`src/pmscc_defines.vh`:
```
// Functional notes
// - after enable deglitch, a 32 ms wait window accepts programming pulses
// - no pulses in the wait window starts in default input limit mode
// - line low 1.5 ms after pulses hands the count to decode
// - count 0 default, 1 resistor, 2 low limit, 3 test, 4+ low limit
// - fourth pulse selects low input limit mode at once
// - after one programming, further pulses ignored until disable or power cycle
// - line high over 1.5 ms disables the part and suspends charging
// - charging starts only below recharge threshold, source valid, line low
// - source valid needs input above battery plus 80 mV, below OVERVOLTAGE_PROTECT, above UNDERVOLTAGE_LOCKOUT
// - below precharge exit threshold stay in precharge at 20 percent current
// - above precharge exit threshold go to fast charge at selected limit
// - at regulation voltage switch to voltage regulation
// - current at done threshold releases done indicator, charging continues
// - default mode limits to resistor current when that is lower
// - precharge is 20 percent of resistor current, low limit may clamp
// - test mode disables thermal regulation, keeps thermal shutdown
// - below UNDERVOLTAGE_LOCKOUT stay down, ignore line, switch off, status outputs released
// - input above OVERVOLTAGE_PROTECT past 115 us deglitch turns LDO and charging off
// - done indicator stays released during later refresh charges
`ifndef PMSCC_DEFINES_VH
`define PMSCC_DEFINES_VH
`define PMSCC_CLK_MHZ 100
`define PMSCC_DEGLITCH_US 50
`define PMSCC_WAIT_MS 32
`define PMSCC_PULSE_MIN_US 100
`define PMSCC_PULSE_MAX_US 700
`define PMSCC_DECODE_US 1500
`define PMSCC_OVP_US 115
`define PMSCC_DEGLITCH_CYC (`PMSCC_DEGLITCH_US * `PMSCC_CLK_MHZ)
`define PMSCC_WAIT_CYC (`PMSCC_WAIT_MS * 1000 * `PMSCC_CLK_MHZ)
`define PMSCC_PULSE_MIN_CYC (`PMSCC_PULSE_MIN_US * `PMSCC_CLK_MHZ)
`define PMSCC_PULSE_MAX_CYC (`PMSCC_PULSE_MAX_US * `PMSCC_CLK_MHZ)
`define PMSCC_DECODE_CYC (`PMSCC_DECODE_US * `PMSCC_CLK_MHZ)
`define PMSCC_OVP_CYC (`PMSCC_OVP_US * `PMSCC_CLK_MHZ)
`define PMSCC_CNT_W 22
// mode encoding
`define PMSCC_MODE_W 2
`define PMSCC_MODE_DEFAULT 2'h0
`define PMSCC_MODE_RESISTOR 2'h1
`define PMSCC_MODE_LOW 2'h2
`define PMSCC_MODE_TEST 2'h3
// charge phase encoding
`define PMSCC_PH_W 2
`define PMSCC_PH_OFF 2'h0
`define PMSCC_PH_PRE 2'h1
`define PMSCC_PH_FAST 2'h2
`define PMSCC_PH_CV 2'h3
`define PMSCC_PULSE_W 3
`define PMSCC_PULSE_FOUR 3'h4
`endif

```
`src/pmscc_charge_ctrl.v`:
```
`timescale 1ns/1ps
`include "pmscc_defines.vh"
module pmscc_charge_ctrl #(
	parameter [`PMSCC_CNT_W-1:0] WAIT_CYC = `PMSCC_WAIT_CYC,
	parameter [`PMSCC_CNT_W-1:0] DECODE_CYC = `PMSCC_DECODE_CYC,
	parameter [`PMSCC_CNT_W-1:0] OVP_CYC = `PMSCC_OVP_CYC,
	parameter [`PMSCC_CNT_W-1:0] DEGLITCH_CYC = `PMSCC_DEGLITCH_CYC,
	parameter [`PMSCC_CNT_W-1:0] PULSE_MIN_CYC = `PMSCC_PULSE_MIN_CYC,
	parameter [`PMSCC_CNT_W-1:0] PULSE_MAX_CYC = `PMSCC_PULSE_MAX_CYC
) (
	// clock and reset
	input wire i_sys_clk,
	input wire i_reset,
	// enable/programming line, high disables
	input wire i_enable_line,
	// analog comparator results
	input wire i_above_undervoltage_lockout,
	input wire i_above_ovp,
	input wire i_above_battery_80mv,
	input wire i_below_recharge_threshold,
	input wire i_above_precharge_exit_threshold,
	input wire i_at_battery_regulation_voltage,
	input wire i_below_done_threshold,
	input wire i_resistor_below_default_limit,
	// power stage controls
	output reg o_charge_switch_on,
	output reg o_ldo_on,
	output reg o_precharge_current,
	output reg o_limit_to_resistor,
	output reg o_limit_low,
	output reg o_voltage_regulation,
	output reg o_production_test_mode,
	output reg o_thermal_regulation_on,
	output reg o_quiescent_reduced,
	output reg [`PMSCC_MODE_W-1:0] o_mode,
	output reg [`PMSCC_PH_W-1:0] o_phase,
	// open-drain status pins, enable high pulls low
	output wire o_charge_done_n,
	output reg o_charge_done_n_oe,
	output wire o_source_valid_n,
	output reg o_source_valid_n_oe
);
	localparam ST_OFF = 5'h01;
	localparam ST_WAIT = 5'h02;
	localparam ST_COUNT = 5'h04;
	localparam ST_RUN = 5'h08;
	localparam ST_DIS = 5'h10;

	reg [4:0] state;
	reg [4:0] next_state;
	reg [`PMSCC_PULSE_W-1:0] pulses;
	reg [`PMSCC_PULSE_W-1:0] next_pulses;
	reg [`PMSCC_MODE_W-1:0] next_mode;
	reg [`PMSCC_CNT_W-1:0] wait_cnt;
	reg done_latched;
	wire enabled_dg;
	wire ovp_dg;
	wire ovp_trip;
	wire [`PMSCC_CNT_W-1:0] held;
	wire held_level;
	wire source_valid;
	wire fell;
	wire valid_width;

	assign o_charge_done_n = 1'b0;
	assign o_source_valid_n = 1'b0;

	////////////////////////////////////////////////////////////////////////
	// filters and time base
	// filters the enabling low level, so a line held high at release never looks enabled
	pmscc_deglitch #(.LIMIT(DEGLITCH_CYC)) u_line_dg (
		.i_sys_clk(i_sys_clk),
		.i_reset(i_reset),
		.i_level(!i_enable_line),
		.o_level(enabled_dg)
	);
	pmscc_deglitch #(.LIMIT(OVP_CYC)) u_ovp_dg (
		.i_sys_clk(i_sys_clk),
		.i_reset(i_reset),
		.i_level(i_above_ovp),
		.o_level(ovp_dg)
	);
	pmscc_timer u_time (
		.i_sys_clk(i_sys_clk),
		.i_reset(i_reset),
		.i_level(i_enable_line),
		.o_count(held),
		.o_level(held_level)
	);

	// raw line compared against timer level: falling edge marks end of a high pulse
	assign fell = held_level && !i_enable_line;
	assign valid_width = (held >= PULSE_MIN_CYC - 22'h000001)
		&& (held <= PULSE_MAX_CYC - 22'h000001);
	assign source_valid = i_above_undervoltage_lockout && !i_above_ovp && i_above_battery_80mv;
	// trip waits for the deglitch, release follows the raw comparator at once
	assign ovp_trip = ovp_dg && i_above_ovp;

	////////////////////////////////////////////////////////////////////////
	// enable line sequencing
	always @* begin
		next_state = state;
		next_pulses = pulses;
		next_mode = o_mode;
		case (state)
			ST_OFF: begin
				if (enabled_dg) begin
					next_state = ST_WAIT;
					next_pulses = {`PMSCC_PULSE_W{1'b0}};
				end
			end
			ST_WAIT: begin
				if (fell && valid_width) begin
					next_pulses = pulses + 3'h1;
					next_state = ST_COUNT;
				end else if (wait_cnt >= WAIT_CYC - 22'h000001) begin
					next_mode = `PMSCC_MODE_DEFAULT;
					next_state = ST_RUN;
				end
			end
			ST_COUNT: begin
				if (fell && valid_width) begin
					next_pulses = pulses + 3'h1;
					if (next_pulses == `PMSCC_PULSE_FOUR) begin
						next_mode = `PMSCC_MODE_LOW;
						next_state = ST_RUN;
					end
				end else if (!i_enable_line && held >= DECODE_CYC - 22'h000001) begin
					next_state = ST_RUN;
					case (pulses)
						3'h0: next_mode = `PMSCC_MODE_DEFAULT;
						3'h1: next_mode = `PMSCC_MODE_RESISTOR;
						3'h2: next_mode = `PMSCC_MODE_LOW;
						3'h3: next_mode = `PMSCC_MODE_TEST;
						default: next_mode = `PMSCC_MODE_LOW;
					endcase
				end
			end
			// pulses no longer looked at here
			ST_RUN: next_state = ST_RUN;
			ST_DIS: begin
				if (enabled_dg) begin
					next_state = ST_WAIT;
					next_pulses = {`PMSCC_PULSE_W{1'b0}};
				end
			end
			default: next_state = ST_OFF;
		endcase
		// long high disables from any state, also straight after power-up
		if (state != ST_DIS && i_enable_line && held_level && held >= DECODE_CYC) begin
			next_state = ST_DIS;
		end
		if (!i_above_undervoltage_lockout) begin
			next_state = ST_OFF;
		end
	end

	always @(posedge i_sys_clk) begin
		if (i_reset) begin
			state <= ST_OFF;
			pulses <= {`PMSCC_PULSE_W{1'b0}};
			o_mode <= `PMSCC_MODE_DEFAULT;
			wait_cnt <= {`PMSCC_CNT_W{1'b0}};
		end else begin
			state <= next_state;
			pulses <= next_pulses;
			o_mode <= next_mode;
			if (state == ST_WAIT && next_state == ST_WAIT) begin
				wait_cnt <= wait_cnt + 22'h000001;
			end else begin
				wait_cnt <= {`PMSCC_CNT_W{1'b0}};
			end
		end
	end

	////////////////////////////////////////////////////////////////////////
	// charge phases
	wire running;
	assign running = (state == ST_RUN) && source_valid && !ovp_trip && !i_enable_line;

	always @(posedge i_sys_clk) begin
		if (i_reset) begin
			o_phase <= `PMSCC_PH_OFF;
			done_latched <= 1'b0;
		end else if (!running) begin
			o_phase <= `PMSCC_PH_OFF;
			// done state only forgotten when disabled or powered down
			if (state != ST_RUN) begin
				done_latched <= 1'b0;
			end
		end else begin
			case (o_phase)
				`PMSCC_PH_OFF: begin
					if (i_below_recharge_threshold) begin
						o_phase <= `PMSCC_PH_PRE;
					end
				end
				`PMSCC_PH_PRE: begin
					if (i_above_precharge_exit_threshold) begin
						o_phase <= `PMSCC_PH_FAST;
					end
				end
				`PMSCC_PH_FAST: begin
					if (!i_above_precharge_exit_threshold) begin
						o_phase <= `PMSCC_PH_PRE;
					end else if (i_at_battery_regulation_voltage) begin
						o_phase <= `PMSCC_PH_CV;
					end
				end
				`PMSCC_PH_CV: begin
					if (i_below_done_threshold) begin
						done_latched <= 1'b1;
					end
					if (!i_above_precharge_exit_threshold) begin
						o_phase <= `PMSCC_PH_PRE;
					end
				end
				default: o_phase <= `PMSCC_PH_OFF;
			endcase
		end
	end

	////////////////////////////////////////////////////////////////////////
	// registered outputs
	always @(posedge i_sys_clk) begin
		if (i_reset) begin
			o_charge_switch_on <= 1'b0;
			o_ldo_on <= 1'b0;
			o_precharge_current <= 1'b0;
			o_limit_to_resistor <= 1'b0;
			o_limit_low <= 1'b0;
			o_voltage_regulation <= 1'b0;
			o_production_test_mode <= 1'b0;
			o_thermal_regulation_on <= 1'b1;
			o_quiescent_reduced <= 1'b0;
			o_charge_done_n_oe <= 1'b0;
			o_source_valid_n_oe <= 1'b0;
		end else begin
			o_charge_switch_on <= running && (o_phase != `PMSCC_PH_OFF);
			o_ldo_on <= i_above_undervoltage_lockout && !ovp_trip;
			o_precharge_current <= running && o_phase == `PMSCC_PH_PRE;
			o_limit_to_resistor <= (o_mode == `PMSCC_MODE_RESISTOR)
				|| (o_mode == `PMSCC_MODE_DEFAULT && i_resistor_below_default_limit);
			o_limit_low <= o_mode == `PMSCC_MODE_LOW;
			o_voltage_regulation <= running && o_phase == `PMSCC_PH_CV;
			o_production_test_mode <= state == ST_RUN && o_mode == `PMSCC_MODE_TEST;
			o_thermal_regulation_on <= !(state == ST_RUN && o_mode == `PMSCC_MODE_TEST);
			o_quiescent_reduced <= state == ST_DIS;
			o_charge_done_n_oe <= i_above_undervoltage_lockout && running && !done_latched
				&& o_phase != `PMSCC_PH_OFF;
			o_source_valid_n_oe <= source_valid;
		end
	end
endmodule

```
`src/pmscc_deglitch.v`:
```
`timescale 1ns/1ps
`include "pmscc_defines.vh"
// output follows input only after it has held for LIMIT cycles
module pmscc_deglitch #(
	parameter [`PMSCC_CNT_W-1:0] LIMIT = 22'h000001
) (
	// clock and reset
	input wire i_sys_clk,
	input wire i_reset,
	// raw and filtered level
	input wire i_level,
	output reg o_level
);
	reg [`PMSCC_CNT_W-1:0] count;
	always @(posedge i_sys_clk) begin
		if (i_reset) begin
			count <= {`PMSCC_CNT_W{1'b0}};
			o_level <= 1'b0;
		end else if (i_level == o_level) begin
			count <= {`PMSCC_CNT_W{1'b0}};
		end else if (count >= LIMIT - 22'h000001) begin
			o_level <= i_level;
			count <= {`PMSCC_CNT_W{1'b0}};
		end else begin
			count <= count + 22'h000001;
		end
	end
endmodule

```
`src/pmscc_timer.v`:
```
`timescale 1ns/1ps
`include "pmscc_defines.vh"
// counts cycles a level has held since it last changed; saturates
module pmscc_timer (
	// clock and reset
	input wire i_sys_clk,
	input wire i_reset,
	// watched level
	input wire i_level,
	// held-time count and level
	output reg [`PMSCC_CNT_W-1:0] o_count,
	output reg o_level
);
	always @(posedge i_sys_clk) begin
		if (i_reset) begin
			o_count <= {`PMSCC_CNT_W{1'b0}};
			o_level <= 1'b0;
		end else if (i_level != o_level) begin
			o_level <= i_level;
			o_count <= {`PMSCC_CNT_W{1'b0}};
		end else if (o_count != {`PMSCC_CNT_W{1'b1}}) begin
			o_count <= o_count + {{(`PMSCC_CNT_W-1){1'b0}}, 1'b1};
		end
	end
endmodule

```
`config.mk`:
```
export PLATFORM = sky130hd
export DESIGN_NAME = pmscc_charge_ctrl
export DESIGN_NICKNAME = d
export VERILOG_FILES = /design/src/pmscc_charge_ctrl.v /design/src/pmscc_deglitch.v /design/src/pmscc_timer.v
export VERILOG_INCLUDE_DIRS = /design/src
export SDC_FILE = /design/constraint.sdc
export NUM_CORES = 1
export LEC_CHECK = 0
export BUFFER_PORTS_ARGS = -buffer_cell sky130_fd_sc_hd__buf_2
export CAP_MARGIN = 10
export CORE_UTILIZATION = 61
export DETAILED_ROUTE_END_ITERATION = 12
export GPL_TIMING_DRIVEN = 0
export PLACE_DENSITY_LB_ADDON = 0.12
export REMOVE_ABC_BUFFERS = 1
export SYNTH_ARGS = -nofsm -noshare
export SYNTH_HDL_FRONTEND = slang
export SYNTH_SLANG_ARGS = --single-unit
```
`constraint.sdc`:
```
create_clock -name i_sys_clk -period 6.2 [get_ports i_sys_clk]
set_input_delay 1.24 -clock i_sys_clk [delete_from_list [all_inputs] [get_ports i_sys_clk]]
set_output_delay 1.24 -clock i_sys_clk [all_outputs]
set_load 0.1 [all_outputs]
```
==> impl_metrics.yaml <==
outcome:
  outcome: "finished, final reports clean"
floorplan:
  std_cell_rows: 33
  die-area_um2: 8810
  start_util_pct: 63.0
  floorplan.die.width_um: 93.9
  die_h_um: 93.9
  floorplan.core_area_um2: 8180
  top_level_i_o_count: 28
sta:
  post-route-min-period_ps: 2800
  unrepaired_setup_endpoints_after_global_routing: "false"
  hold_viol_final: 0
  finalClockSkew_ps: 5.66
  slew_viol_final: 0
  fmax_mhz: 357
  fin_setup_tns_ps: 0
  part_of_the_cycle_the_worst_path_needs_pct: 45.1
  fin_hold_ws_ps: 446
  relSlewSlack_pct: 35.2
  tightestPinTransition_ps: 967
  setup_viol_count_final: 0
routing:
  wl_per_cell_um: 14.3
  antenna_viol_nets_final: 0
  detail_route.drc_violations: 0
  drt_first_pass_iters: 4
  avgViaCountPerCell: 5.71
  num_vias: 4221
  number_of_drc_violations_after_detailed_routing_iteration_0: 273
  routed_wirelength_um: 10600
pwr:
  cellPowerDensity_nw_per_um2: 294
  post-layout-total-power_mw: 1.74
  ir_worst_vdd_mv: 0.205
  power.leakage_nw: 2.10
clock_network:
  clk_transition_reported_paths_ps: 60
  cts_sinks: 115
  ctsRootBufferMaster: "sky130_fd_sc_hd__clkbuf_8"
  clk_latency_ps: 520
  cts_setup_buffers: 0
  tritoncts.num_buffers: 17
  clock_tree.htree_level_count: 4
  cts_tree: "built"
  clockBufferDepth: 2
  ctsResizeCount: 0
  hold_buffers: 0
final_layout:
  fill_cells: 641
  final_nets: 648
  seqCellArea_um2: 2300
  share_of_final_layout_standard_cells_stronger_than_drive_strength_1_pct: 10.4
  antennaDiodeCount: 0
  layout.cells.most_common: "sky130_fd_sc_hd__dfxtp_1"
  mostFrequentLayoutCells: "115 x sky130_fd_sc_hd__dfxtp_1, 89 x sky130_fd_sc_hd__nor2_1, 36 x sky130_fd_sc_hd__nor4_1, 36 x sky130_fd_sc_hd__nand2_1, 35 x sky130_fd_sc_hd__xnor2_1"
  post-route-cell-area_um2: 5920
  multi_input_area_um2: 2700
  area_growth_from_synthesis_to_layout_pct: 14.9
yosys:
  post_synth.cell_area_avg_um2: 8.82
  synth-edff-count: 0
  syn_inst: 584
  synth_top_flop_cell: "sky130_fd_sc_hd__dfxtp_1"
  synthArstFlopShare_pct: 0
  postSynthRegisterBits: 115
  synth_sequential_area_ratio_pct: 44.7
  yosys.cell_types.count: 58
  syn_area_um2: 5150
  warnings_synthesis: 0
hold_path:
  min_path_cells: 1
  path_type_of_the_worst_min_delay_path: "flip-flop to flip-flop"
critical_path:
  worst_setup_path_end_kind: "flip-flop"
  regToRegSetupSlack_ps: 3400
  critical_path_required_ps: 6560
  reg2reg_depth: 6
  criticalPathCategory: "flip-flop to flip-flop"
  crit_path_start_kind: "flip-flop"
  timing.critical_path.fanout_max: 25
  critPathArrivalTime_ps: 3160
global_routing:
  remaining_global_route_overflow: 0
  grt_antenna_before_repair: 0
  grt_pass1_vias: 4080
  maximum_number_of_pins_on_one_net_before_global_route_repair: 26
  track_usage_pct: 26.3
  grt_first_pass_wirelength_um: 18100
place:
  placed_area_um2: 5340
  gp_congestion: 0.820
  place.port_buffers: 25
  place.detailed.hpwl_um: 6860
flow_run:
  drv_cap: 0
## path summary, 6_finish.rpt
check,to,start
worst max-delay path,wait_cnt[21],u_time.o_count[18]
worst min-delay path,u_line_dg.count[0],u_line_dg.count[0]
worst max register to register,wait_cnt[21],u_time.o_count[18]
worst min register to register,u_line_dg.count[0],u_line_dg.count[0]
## state kept, by name, summed over array words and instances (netlist names), 2 cells and up
signal / cells
u_ovp_dg.count: 22
pulses: 3
wait_cnt: 22
o_mode: 2
state: 5
o_phase: 2
u_line_dg.count: 22
u_time.o_count: 22
## per-stage QoR
stage                     utilization [%]  worst slack [ps]  std cells
after global placement               65.4              3260        707
final                                72.4              3400        739
after detailed placement             65.4              3230        707
after global routing                 72.4              3230        739
after CTS                            72.4              3430        739
after floorplan                         -              3680        577
## cell families after synthesis
family | share of synthesized area, %
DFF | 44.7
muxes | 0.972
adders and majority gates | 3.89
and+or+nand+nor | 28.3
buffers and inverters | 4.11
xor gates and xnor gates | 10.0
AOI/OAI and AO/OA | 7.92
other | 0.0728
## per-layer routing
metal | GRT usage, % | vias to the layer above | part of all wire, %
met3 | 5.83 | 15 | 4.3
li1 | - | 2130 | -
met2 | 43.4 | 104 | 47
met5 | 0 | - | 0
met1 | 32.5 | 1972 | 47
met4 | 12.2 | 0 | 1.4
## worst max-delay path, cell delays in order (launching register included)
cell                        delay (ps)
sky130_fd_sc_hd__dfxtp_1           340
sky130_fd_sc_hd__nor4_1            790
sky130_fd_sc_hd__nand4_1           290
sky130_fd_sc_hd__nor2b_1           190
sky130_fd_sc_hd__o2111ai_1         190
sky130_fd_sc_hd__nand2_1           720
sky130_fd_sc_hd__nor4_1            120
## power by group
| part | total, mW | switching (mW) | internal, mW | leakage, nW |
|---|---|---|---|---|
| clock | 0.933 | 0.359 | 0.574 | 0.278 |
| combinational | 0.0503 | 0.0373 | 0.0130 | 0.890 |
| sequential | 0.754 | 0.00489 | 0.749 | 0.934 |
## synth_stat cells (3+ instances only)
master | instances | area (µm²)
sky130_fd_sc_hd__nor4b_1 | 4 | 35.0
sky130_fd_sc_hd__nor3_1 | 26 | 130
sky130_fd_sc_hd__o21ai_0 | 8 | 40.0
sky130_fd_sc_hd__and3_1 | 13 | 81.3
sky130_fd_sc_hd__ha_1 | 16 | 200
sky130_fd_sc_hd__nand2_1 | 36 | 135
sky130_fd_sc_hd__xnor2_1 | 35 | 307
sky130_fd_sc_hd__buf_2 | 4 | 20.0
sky130_fd_sc_hd__buf_6 | 3 | 33.8
sky130_fd_sc_hd__or3_1 | 5 | 31.3
sky130_fd_sc_hd__xor2_1 | 24 | 210
sky130_fd_sc_hd__nor4_1 | 36 | 225
sky130_fd_sc_hd__and4_1 | 3 | 26.3
sky130_fd_sc_hd__nand2b_1 | 6 | 37.5
sky130_fd_sc_hd__a211o_1 | 4 | 35.0
sky130_fd_sc_hd__o211ai_1 | 3 | 22.5
sky130_fd_sc_hd__nand4_1 | 9 | 56.3
sky130_fd_sc_hd__a31oi_1 | 6 | 37.5
sky130_fd_sc_hd__inv_1 | 22 | 82.6
sky130_fd_sc_hd__dfxtp_1 | 115 | 2300
sky130_fd_sc_hd__mux2i_1 | 5 | 50.1
sky130_fd_sc_hd__nand3_1 | 32 | 160
sky130_fd_sc_hd__o21a_1 | 3 | 22.5
sky130_fd_sc_hd__clkbuf_1 | 16 | 60.1
sky130_fd_sc_hd__a21oi_1 | 17 | 85.1
sky130_fd_sc_hd__nor2b_1 | 4 | 25.0
sky130_fd_sc_hd__nor2_1 | 89 | 334
## layout make-up
class                      count  share of cell area [%]
clock buffer                  17                    7.00
multi-input combinational    440                    45.7
timing repair buffer          25                    2.11
sequential                   115                    38.9
inverter                      22                    1.40
tap                          105                    2.22
clock inverter                15                    2.71
Power figures use the tool's default switching activity.
